===== src/bbfs_defines.svh =====
// Constants for the backlight and bias fault supervisor
`ifndef BBFS_DEFINES_SVH
`define BBFS_DEFINES_SVH
`define BBFS_CLK_MHZ        125
`define BBFS_SHORT_MS       59
`define BBFS_SHORT_CYC      (`BBFS_SHORT_MS * 1000 * `BBFS_CLK_MHZ)
`define BBFS_FLT0_US        100
`define BBFS_FLT1_US        500
`define BBFS_FLT2_US        1000
`define BBFS_FLT3_US        2000
`define BBFS_FLT0_CYC       (`BBFS_FLT0_US * `BBFS_CLK_MHZ)
`define BBFS_FLT1_CYC       (`BBFS_FLT1_US * `BBFS_CLK_MHZ)
`define BBFS_FLT2_CYC       (`BBFS_FLT2_US * `BBFS_CLK_MHZ)
`define BBFS_FLT3_CYC       (`BBFS_FLT3_US * `BBFS_CLK_MHZ)
`define BBFS_OCP_TRIPS      8
`define BBFS_POL_FLAG       2'h0
`define BBFS_POL_BIAS       2'h1
`define BBFS_POL_ALL        2'h2
`endif


===== src/bbfs_pkg.sv =====
// Types for the backlight and bias fault supervisor
package bbfs_pkg;
  typedef enum logic [2:0] {
    BBFS_SHUTDOWN = 3'h1,
    BBFS_STANDBY  = 3'h2,
    BBFS_NORMAL   = 3'h4
  } bbfs_mode_t;
  typedef struct packed {
    logic thermal_trip_flag;
    logic pos_rail_short_flag;
    logic bl_overvolt_flag;
    logic sink_short_flag;
    logic bl_overcurrent_flag;
  } bbfs_flags_t;
  typedef struct packed {
    logic pin_control_select;
    logic bias_enable_mode;
    logic pos_rail_sw_enable;
    logic neg_rail_sw_enable;
    logic pos_discharge_en;
    logic neg_discharge_en;
  } bbfs_bias_cfg_t;
endpackage : bbfs_pkg


===== src/bbfs_top.sv =====
// Fault supervision and mode control of backlight and bias power
//
// Overview of operation
// Short policy one: flag, turn off channel
// Short policy zero: flag, keep channel running
// Over-voltage stops boost and sets flag
// Report-only policy: resume boost below threshold
// Off policy: disable low-headroom enabled sinks
// Disabled sinks stay off until reset
// All open: all sinks off, boost stopped
// Current trip kills low side rest of cycle
// Enough trips set the overcurrent flag
// Rail voltages apply on bias config rewrite
// Pin control enables rails from pins
// Register control enables rails from bits
// Discharge at shutdown per enable bit
// Positive rail short flag after filter
// Short flag held until host reads
// Short policy: flag, bias off, all off
// Short filter selectable, four durations
// Soft reset restores defaults, self clears
// Undervoltage stops stages, keeps settings
// Thermal trip stops stages, flag real time
// Enable low: shutdown, writes ignored
// Policy bit zero reports, one disables
// Persistence counter restarts on drop
`timescale 1ns/1ps
`include "bbfs_defines.svh"
module bbfs_top #(
  parameter int NCH       = 4,
  parameter int SHORT_CYC = `BBFS_SHORT_CYC,
  parameter int FLT0_CYC  = `BBFS_FLT0_CYC,
  parameter int FLT1_CYC  = `BBFS_FLT1_CYC,
  parameter int FLT2_CYC  = `BBFS_FLT2_CYC,
  parameter int FLT3_CYC  = `BBFS_FLT3_CYC,
  parameter int OCP_TRIPS = `BBFS_OCP_TRIPS
) (
  input  wire logic                   clk_sys_i,
  input  wire logic                   resetn_i,
  input  wire logic                   hw_enable_pin_i,
  input  wire logic                   pos_rail_enable_pin_i,
  input  wire logic                   neg_rail_enable_pin_i,
  input  wire logic [NCH-1:0]         sink_overvolt_i,
  input  wire logic [NCH-1:0]         sink_low_headroom_i,
  input  wire logic [NCH-1:0]         sink_enable_i,
  input  wire logic                   bl_overvolt_i,
  input  wire logic                   bl_overcurrent_i,
  input  wire logic                   sw_cycle_start_i,
  input  wire logic                   pos_rail_overload_i,
  input  wire logic                   uvlo_i,
  input  wire logic                   thermal_i,
  input  wire logic                   bl_mode_reset_i,
  input  wire logic                   host_write_i,
  input  wire logic                   soft_reset_bit_i,
  input  wire logic                   bias_cfg_write_i,
  input  wire bbfs_pkg::bbfs_bias_cfg_t bias_cfg_i,
  input  wire logic [5:0]             pos_rail_code_i,
  input  wire logic [5:0]             neg_rail_code_i,
  input  wire logic [5:0]             bias_boost_code_i,
  input  wire logic                   short_policy_sel_i,
  input  wire logic                   overvolt_policy_i,
  input  wire logic [1:0]             ocp_limit_sel_i,
  input  wire logic [1:0]             rail_short_policy_i,
  input  wire logic [1:0]             rail_short_filter_i,
  input  wire logic                   flag_read_i,
  output logic                        regs_reset_o,
  output logic                        soft_reset_clear_o,
  output bbfs_pkg::bbfs_mode_t        mode_o,
  output bbfs_pkg::bbfs_flags_t       flags_o,
  output logic [NCH-1:0]              sink_on_o,
  output logic                        bl_boost_run_o,
  output logic                        low_side_block_o,
  output logic [1:0]                  ocp_limit_o,
  output logic                        pos_rail_on_o,
  output logic                        neg_rail_on_o,
  output logic                        bias_boost_run_o,
  output logic                        pos_discharge_o,
  output logic                        neg_discharge_o,
  output logic [5:0]                  pos_rail_code_o,
  output logic [5:0]                  neg_rail_code_o,
  output logic [5:0]                  bias_boost_code_o
);
  initial
  begin
    if (NCH < 1 || NCH > 8 || SHORT_CYC < 2 || FLT0_CYC < 2 ||
        OCP_TRIPS < 1 || OCP_TRIPS > 255)
      $error("bbfs_top: unsupported parameter value");
  end

  logic       rst_q1, rst_n;
  logic [2:0] sync1, sync2;
  logic [NCH-1:0] sov_s1, sov_s2;
  logic [NCH-1:0] hdr_s1, hdr_s2;
  logic [4:0] ev_s1, ev_s2;
  logic       hw_en, en_p, en_n;
  logic       ovp, ocp, rail_ovl, uvlo, hot;

  // Reset release through two flops
  always_ff @(posedge clk_sys_i or negedge resetn_i)
  begin
    if (!resetn_i)
    begin
      rst_q1 <= 1'b0;
      rst_n  <= 1'b0;
    end
    else
    begin
      rst_q1 <= 1'b1;
      rst_n  <= rst_q1;
    end
  end

  // Every analog comparator is asynchronous to this clock
  always_ff @(posedge clk_sys_i or negedge rst_n)
  begin
    if (!rst_n)
    begin
      sync1  <= 3'h0;
      sync2  <= 3'h0;
      sov_s1 <= '0;
      sov_s2 <= '0;
      hdr_s1 <= '0;
      hdr_s2 <= '0;
      ev_s1  <= 5'h00;
      ev_s2  <= 5'h00;
    end
    else
    begin
      sync1  <= {hw_enable_pin_i, pos_rail_enable_pin_i,
                 neg_rail_enable_pin_i};
      sync2  <= sync1;
      sov_s1 <= sink_overvolt_i;
      sov_s2 <= sov_s1;
      hdr_s1 <= sink_low_headroom_i;
      hdr_s2 <= hdr_s1;
      ev_s1  <= {bl_overvolt_i, bl_overcurrent_i, pos_rail_overload_i,
                 uvlo_i, thermal_i};
      ev_s2  <= ev_s1;
    end
  end
  assign {hw_en, en_p, en_n}          = sync2;
  assign {ovp, ocp, rail_ovl, uvlo, hot} = ev_s2;

  // Enable low clears config, flags, counters and latches, but not the low-side block; soft reset does the same
  logic hw_en_q, soft_rst, clr;
  always_ff @(posedge clk_sys_i or negedge rst_n)
  begin
    if (!rst_n)
      hw_en_q <= 1'b0;
    else
      hw_en_q <= hw_en;
  end
  assign soft_rst = hw_en && host_write_i && soft_reset_bit_i;
  assign clr      = !hw_en || soft_rst;
  assign regs_reset_o       = clr;
  assign soft_reset_clear_o = soft_rst;

  // Mode
  logic any_rail_req, bl_active;
  bbfs_pkg::bbfs_bias_cfg_t cfg;
  logic stage_kill;
  always_ff @(posedge clk_sys_i or negedge rst_n)
  begin
    if (!rst_n)
      mode_o <= bbfs_pkg::BBFS_SHUTDOWN;
    else if (!hw_en)
      mode_o <= bbfs_pkg::BBFS_SHUTDOWN;
    else if (any_rail_req || bl_active)
      mode_o <= bbfs_pkg::BBFS_NORMAL;
    else
      mode_o <= bbfs_pkg::BBFS_STANDBY;
  end
  assign bl_active = |sink_enable_i;

  // Bias configuration and latched voltage codes
  always_ff @(posedge clk_sys_i or negedge rst_n)
  begin
    if (!rst_n)
    begin
      cfg             <= '0;
      pos_rail_code_o <= 6'h00;
      neg_rail_code_o <= 6'h00;
    end
    else if (clr)
    begin
      cfg             <= '0;
      pos_rail_code_o <= 6'h00;
      neg_rail_code_o <= 6'h00;
    end
    else if (bias_cfg_write_i)
    begin
      cfg             <= bias_cfg_i;
      pos_rail_code_o <= pos_rail_code_i;
      neg_rail_code_o <= neg_rail_code_i;
    end
  end
  assign bias_boost_code_o = bias_boost_code_i;

  // Rail enable decode
  logic req_p, req_n;
  always_comb
  begin
    if (cfg.pin_control_select)
    begin
      req_p = en_p;
      req_n = en_n;
    end
    else if (cfg.bias_enable_mode)
    begin
      req_p = cfg.pos_rail_sw_enable;
      req_n = cfg.neg_rail_sw_enable;
    end
    else
    begin
      req_p = 1'b0;
      req_n = 1'b0;
    end
  end
  assign any_rail_req = req_p || req_n;

  // Positive rail short filter
  logic [31:0] flt_cnt, flt_lim;
  logic        rail_short_ev, bias_kill, all_kill;
  always_comb
  begin
    unique case (rail_short_filter_i)
      2'h0: flt_lim = 32'(FLT0_CYC);
      2'h1: flt_lim = 32'(FLT1_CYC);
      2'h2: flt_lim = 32'(FLT2_CYC);
      2'h3: flt_lim = 32'(FLT3_CYC);
    endcase
  end
  always_ff @(posedge clk_sys_i or negedge rst_n)
  begin
    if (!rst_n)
      flt_cnt <= 32'h0;
    else if (!rail_ovl || clr)
      flt_cnt <= 32'h0;
    else if (flt_cnt < flt_lim)
      flt_cnt <= flt_cnt + 32'h1;
  end
  assign rail_short_ev = rail_ovl && (flt_cnt == flt_lim - 32'h1);

  // Flags; set wins over clearing read
  logic [NCH-1:0] short_ev;
  logic [7:0]     ocp_cnt;
  logic           ocp_ev;
  always_ff @(posedge clk_sys_i or negedge rst_n)
  begin
    if (!rst_n)
      flags_o <= '0;
    else if (clr)
      flags_o <= '0;
    else
    begin
      flags_o.thermal_trip_flag <= hot;
      if (rail_short_ev)
        flags_o.pos_rail_short_flag <= 1'b1;
      else if (flag_read_i)
        flags_o.pos_rail_short_flag <= 1'b0;
      if (ovp)
        flags_o.bl_overvolt_flag <= 1'b1;
      else if (flag_read_i)
        flags_o.bl_overvolt_flag <= 1'b0;
      if (|short_ev)
        flags_o.sink_short_flag <= 1'b1;
      else if (flag_read_i)
        flags_o.sink_short_flag <= 1'b0;
      if (ocp_ev)
        flags_o.bl_overcurrent_flag <= 1'b1;
      else if (flag_read_i)
        flags_o.bl_overcurrent_flag <= 1'b0;
    end
  end

  // Short consequence latched until reset
  always_ff @(posedge clk_sys_i or negedge rst_n)
  begin
    if (!rst_n)
    begin
      bias_kill <= 1'b0;
      all_kill  <= 1'b0;
    end
    else if (clr)
    begin
      bias_kill <= 1'b0;
      all_kill  <= 1'b0;
    end
    else if (rail_short_ev)
    begin
      if (rail_short_policy_i != `BBFS_POL_FLAG)
        bias_kill <= 1'b1;
      if (rail_short_policy_i == `BBFS_POL_ALL)
        all_kill <= 1'b1;
    end
  end

  // Per-channel short persistence and latched sink disables
  logic [31:0]    sov_cnt [NCH];
  logic [NCH-1:0] sink_off, bl_rst;
  assign bl_rst = {NCH{clr || bl_mode_reset_i}};
  genvar g;
  generate
    for (g = 0; g < NCH; g++)
    begin : g_ch
      always_ff @(posedge clk_sys_i or negedge rst_n)
      begin
        if (!rst_n)
          sov_cnt[g] <= 32'h0;
        else if (!sov_s2[g] || bl_rst[g])
          sov_cnt[g] <= 32'h0;
        else if (sov_cnt[g] < 32'(SHORT_CYC))
          sov_cnt[g] <= sov_cnt[g] + 32'h1;
      end
      assign short_ev[g] = sov_s2[g] &&
                           (sov_cnt[g] == 32'(SHORT_CYC) - 32'h1);
      always_ff @(posedge clk_sys_i or negedge rst_n)
      begin
        if (!rst_n)
          sink_off[g] <= 1'b0;
        else if (bl_rst[g])
          sink_off[g] <= 1'b0;
        else if (short_ev[g] && short_policy_sel_i)
          sink_off[g] <= 1'b1;
        else if (ovp && overvolt_policy_i && sink_enable_i[g] &&
                 hdr_s2[g])
          sink_off[g] <= 1'b1;
      end
    end
  endgenerate

  // All open: whole backlight held off
  logic all_open;
  always_ff @(posedge clk_sys_i or negedge rst_n)
  begin
    if (!rst_n)
      all_open <= 1'b0;
    else if (clr || bl_mode_reset_i)
      all_open <= 1'b0;
    else if (ovp && bl_active && ((hdr_s2 & sink_enable_i) == sink_enable_i))
      all_open <= 1'b1;
  end

  // Overcurrent: cycle blanking and trip counter
  always_ff @(posedge clk_sys_i or negedge rst_n)
  begin
    if (!rst_n)
      low_side_block_o <= 1'b0;
    else if (ocp)
      low_side_block_o <= 1'b1;
    else if (sw_cycle_start_i)
      low_side_block_o <= 1'b0;
  end
  logic ocp_q;
  always_ff @(posedge clk_sys_i or negedge rst_n)
  begin
    if (!rst_n)
    begin
      ocp_q   <= 1'b0;
      ocp_cnt <= 8'h00;
    end
    else
    begin
      ocp_q <= ocp;
      if (clr)
        ocp_cnt <= 8'h00;
      else if (ocp && !ocp_q && ocp_cnt < 8'(OCP_TRIPS))
        ocp_cnt <= ocp_cnt + 8'h01;
    end
  end
  assign ocp_ev = ocp && !ocp_q && (ocp_cnt == 8'(OCP_TRIPS) - 8'h01);
  assign ocp_limit_o = ocp_limit_sel_i;

  // Power stage gating; thermal covers the short policy zero case
  assign stage_kill = !hw_en || uvlo || hot;
  always_ff @(posedge clk_sys_i or negedge rst_n)
  begin
    if (!rst_n)
    begin
      sink_on_o        <= '0;
      bl_boost_run_o   <= 1'b0;
      pos_rail_on_o    <= 1'b0;
      neg_rail_on_o    <= 1'b0;
      bias_boost_run_o <= 1'b0;
      pos_discharge_o  <= 1'b0;
      neg_discharge_o  <= 1'b0;
    end
    else
    begin
      sink_on_o <= (stage_kill || all_kill || all_open) ? '0 :
                   (sink_enable_i & ~sink_off);
      bl_boost_run_o <= bl_active && !stage_kill && !all_kill &&
                        !all_open && !ovp;
      pos_rail_on_o    <= req_p && !stage_kill && !bias_kill;
      neg_rail_on_o    <= req_n && !stage_kill && !bias_kill;
      bias_boost_run_o <= any_rail_req && !stage_kill && !bias_kill;
      // Selection caught on the way down; defaults load right after
      pos_discharge_o  <= !hw_en &&
                          (hw_en_q ? cfg.pos_discharge_en
                                   : pos_discharge_o);
      neg_discharge_o  <= !hw_en &&
                          (hw_en_q ? cfg.neg_discharge_en
                                   : neg_discharge_o);
    end
  end

  // Checks
  ovp_stop_a: assert property (@(posedge clk_sys_i) disable iff (!rst_n)
    ovp |=> !bl_boost_run_o && flags_o.bl_overvolt_flag)
    else $error("boost ran during over-voltage");
  flag_hold_a: assert property (@(posedge clk_sys_i) disable iff (!rst_n)
    flags_o.pos_rail_short_flag && !flag_read_i && hw_en && !soft_rst
    |=> flags_o.pos_rail_short_flag)
    else $error("short flag dropped without read");
  therm_track_a: assert property (@(posedge clk_sys_i) disable iff (!rst_n)
    hw_en && !soft_rst |=> flags_o.thermal_trip_flag == $past(hot))
    else $error("thermal flag not real time");
  therm_off_a: assert property (@(posedge clk_sys_i) disable iff (!rst_n)
    hot |=> sink_on_o == '0 && !pos_rail_on_o && !bias_boost_run_o)
    else $error("stages on while hot");
  uvlo_off_a: assert property (@(posedge clk_sys_i) disable iff (!rst_n)
    uvlo |=> sink_on_o == '0 && !bl_boost_run_o)
    else $error("stages on in undervoltage");
  shutdown_a: assert property (@(posedge clk_sys_i) disable iff (!rst_n)
    !hw_en |=> mode_o == bbfs_pkg::BBFS_SHUTDOWN && flags_o == '0)
    else $error("not in shutdown with enable low");
  pin_ctl_a: assert property (@(posedge clk_sys_i) disable iff (!rst_n)
    cfg.pin_control_select && !stage_kill && !bias_kill
    |=> pos_rail_on_o == $past(en_p))
    else $error("positive rail not following pin");
  ocp_block_a: assert property (@(posedge clk_sys_i) disable iff (!rst_n)
    ocp ##1 !sw_cycle_start_i |-> low_side_block_o)
    else $error("low side not blocked after trip");
  dis_sel_a: assert property (@(posedge clk_sys_i) disable iff (!rst_n)
    hw_en |=> !pos_discharge_o && !neg_discharge_o)
    else $error("discharge active while enabled");
  short_cov: cover property (@(posedge clk_sys_i) |short_ev);
  rail_cov:  cover property (@(posedge clk_sys_i) rail_short_ev);
  ocp_cov:   cover property (@(posedge clk_sys_i) ocp_ev);
  open_cov:  cover property (@(posedge clk_sys_i) all_open);
endmodule : bbfs_top


===== config.mk =====
export PLATFORM = sky130hd
export DESIGN_NAME = bbfs_top
export DESIGN_NICKNAME = d
export VERILOG_FILES = /design/src/bbfs_pkg.sv /design/src/bbfs_top.sv
export VERILOG_INCLUDE_DIRS = /design/src
export SDC_FILE = /design/constraint.sdc
export NUM_CORES = 1
export LEC_CHECK = 0
export ABC_AREA = 1
export ABC_CLOCK_PERIOD_IN_PS = 8200
export BUFFER_PORTS_ARGS = -buffer_cell sky130_fd_sc_hd__buf_2
export CORE_ASPECT_RATIO = 1.4
export CORE_MARGIN = 2
export CORE_UTILIZATION = 50
export CTS_BUF_LIST = sky130_fd_sc_hd__clkbuf_16
export DETAILED_ROUTE_END_ITERATION = 8
export PLACE_DENSITY = 0.71
export SLEW_MARGIN = 20
export SYNTH_ARGS = -nofsm -noshare
export SYNTH_HDL_FRONTEND = slang
export SYNTH_SLANG_ARGS = --single-unit

===== constraint.sdc =====
create_clock -name clk_sys_i -period 8.2 [get_ports clk_sys_i]
set_input_delay 0.82 -clock clk_sys_i [delete_from_list [all_inputs] [get_ports clk_sys_i]]
set_output_delay 0.82 -clock clk_sys_i [all_outputs]
set_load 0.02 [all_outputs]

==> results.yml <==
status:
  outcome: "finished, final reports clean"
setup_path:
  critPathCaptureType: "flip-flop"
  crit_path_max_fanout: 20
  start_kind: "input port"
  crit_start: "rail_short_filter_i[0]"
  critical_path_arrival_ns: 3.55
  path_class: "input port to flip-flop"
  crit_required_ns: 8.62
  r2r_start: "flt_cnt[11]$_DFFE_PN0P_"
timing:
  slew-limit-headroom_pct: 37.2
  finalMaxSlewViolations: 0
  fin_setup_tns_ns: 0
  fin_crit_sh_pct: 38.2
  finClkSkew_ns: 0.0171
  hold_viol: 0
  rsz0062_at_grt: "no"
  timing.hold.ws_ns: 0.0487
  worst_slew_pin_slew_ns: 0.942
  setup_violations: 0
  fin_ws_ns: 5.07
  fin_crit_ns: 3.13
  fmax_ghz: 0.319
pwr:
  peakVddDrop_mv: 0.128
  power_mw: 2.48
  power_frac_seq_pct: 50.5
  p_sw_share_pct: 23.6
  p_sw_uw: 586
  p_comb_share_pct: 4.7
  p_clk_share_pct: 44.8
  p_leak_nw: 7.53
  p_int_mw: 1.90
  powerDensity_nw_per_um2: 163
flow_run:
  maxCapViolations: 0
global_route:
  antenna_found_initial: 3
  grt_first_pass_wirelength_mm: 56.3
  grt_max_degree: 165
  grt_use_total_pct: 23.1
  gr-total-overflow: 0
  grt_pass1_vias: 11800
worst_hold_path:
  hp-class: "input port to async pin"
place:
  dp_slack_ns: 4.57
  routabilityCongestion: 0.906
  io_buffer_count: 84
  dp_hpwl_mm: 23.0
clock_tree:
  post_cts_buffers: 0
  cts_tree: "yes"
  clk_path_buf_depth: 3
  htreeDepth: 1
  cts_hold_buf: 0
  clock_latency_ns: 0.55
  cts_buffers: 26
  postCtsResizedCells: 0
  cts_root_buf: "clkbuf_16"
  cts_sinks: 248
  cts.clk_slew.worst_paths_ns: 0.06
detailed_routing:
  ant_nets: 0
  wire_per_inst_um: 14.1
  wl_met1_mm: 13.9
  wirelength_mm: 32.8
  routed-wl-met2_mm: 15.9
  first_pass_iters: 5
  drc: 0
  avgViaCountPerCell: 5.15
  drt_iter0_markers: 781
  maxUsedRoutingLayer: "met5"
  wl_met3_mm: 1.64
  vias: 12000
floorplan:
  die_h_um: 201
  row_count: 72
  die_w_um: 145
  coreArea_um2: 27500
  start_util_pct: 50.7
  dieArea_um2: 29200
  ios: 101
logic_synthesis:
  synthDistinctLibCells: 40
  synth_enable_flop_cells: 0
  postSynthAreaPerCell_um2: 7.37
  synth_nets: 1978
  netlist_area_um2: 13900
  ys_warn_count: 0
  syn_inst: 1890
  synth_seq_cells: 248
  seq_area_frac_synth_pct: 44.6
  synthFlopType: "dfrtp_1"
  synthArstFlopShare_pct: 100
finish:
  n_fill_cell: 2612
  drive_gt1_share_pct: 8.78
  nNetsFinal: 2032
  syn2layout_area_growth_pct: 9.51
-- area by class of cell --
class                   instances  area [um2]  share of cell area (%)
multi-input cells            1348        6450                    42.3
flip-flops and latches        248        6210                    40.7
repair buffers                 88         463                    3.04
clock inverters                17         110                   0.722
diodes                          1        2.50                  0.0164
clock buffers                  27         676                    4.43
inverters                     232         871                    5.71
well taps                     370         463                    3.04
-- synth_stat cells, types with 9 or more instances --
cell type  instances  area share (%)
ha_1              28             2.5
nand3_1          181             6.5
nand2_4           10            0.81
buf_2             20            0.72
xor2_1            52             3.3
xnor2_1           19             1.2
a31oi_1           22            0.99
nand4_1           73             3.3
a21oi_1           16            0.58
buf_4             19             1.0
inv_1            225             6.1
nor2_1           336             9.1
nor3_1            24            0.86
dfrtp_1          247              44
clkbuf_1          14            0.38
nand2_1          530              14
o21ai_0           13            0.47
buf_6              9            0.73
-- cells by family (layout without fill, tap and decap cells) --
group	Yosys count	in the layout	synth area share, %
adders and majority gates	28	28	2.52
buffers and inverters	294	364	9.10
xor gates and xnor gates	71	71	4.47
other	1	2	0.0269
and+or+nand+nor	1185	1185	36.6
DFF	248	248	44.6
AOI/OAI and AO/OA	63	63	2.71
-- cells in the final DEF (no fill, tap or decap), types with 19 or more instances in the layout --
cell type and count:
nand2_1 530, nor2_1 335, dfrtp_1 246, inv_1 229
nand3_1 181, buf_2 84, nand4_1 73, xor2_1 52
ha_1 28, clkbuf_16 27, nor3_1 24, a31oi_1 22
xnor2_1 19
-- final timing paths --
kind                                           endpoint  slack [ns]  depth (start not counted)
setup / recovery                 flt_cnt[0]$_DFFE_PN0P_        5.07                         15
hold / removal                          rst_n$_DFF_PN0_        0.05                          1
min in group clk_sys_i               ev_s2[4]$_DFF_PN0_        0.35                          0
setup reg to reg                 flt_cnt[0]$_DFFE_PN0P_        5.37                         11
hold reg to reg            low_side_block_o$_DFFE_PN0P_        0.14                          0
max in group asynchronous       sov_cnt[62]$_DFFE_PN0P_        6.11                          2
-- worst max-delay path, stage by stage --
cell     delay [ns]
buf_2          0.14
inv_1          0.13
ha_1           0.24
inv_1          0.09
ha_1           0.30
nand2_1        0.07
inv_1          0.05
nand2_1        0.07
nand2_1        0.05
a21oi_1        0.12
nand2_1        0.07
nand2_1        0.49
nand2_1        0.61
nand3_1        0.23
nand2_1        0.08
-- power by group through the flow --
stage	logic (mW)	clock network, mW	registers [mW]
2_1_floorplan	0.0601	0	1.30
3_3_place_gp	0.118	0	1.28
3_5_place_dp	0.120	0	1.28
4_1_cts	0.120	1.14	1.25
5_1_grt	0.134	1.19	1.26
6_report	0.117	1.11	1.25
-- flip-flops by register name, indices dropped and copies added (netlist names), 3 cells and up --
register	count
hdr_s2	4
neg_rail_code_o	6
pos_rail_code_o	6
sink_on_o	4
mode_o	3
sov_cnt	128
sink_off	4
flags_o	5
ocp_cnt	8
sync2	3
flt_cnt	32
cfg	6
sync1	3
ev_s1	5
sov_s2	4
sov_s1	4
ev_s2	5
hdr_s1	4
-- stage by stage --
step / utilization [%] / std cells / instance area (um2)
after floorplan: - / 1890 / 13900
after detailed placement: 52.6 / 2286 / 14500
after global routing: 55.5 / 2330 / 15200
final: 55.5 / 2331 / 15200
after CTS: 55.5 / 2330 / 15200
after global placement: 52.6 / 2286 / 14500
-- layer usage --
| metal | global-route usage, % | vias up |
|---|---|---|
| li1 | - | 6022 |
| met1 | 28.4 | 5575 |
| met2 | 40.7 | 308 |
| met3 | 3.15 | 91 |
| met4 | 9.44 | 4 |
| met5 | 0 | - |
Note: power is estimated with default switching activity, not from simulation.
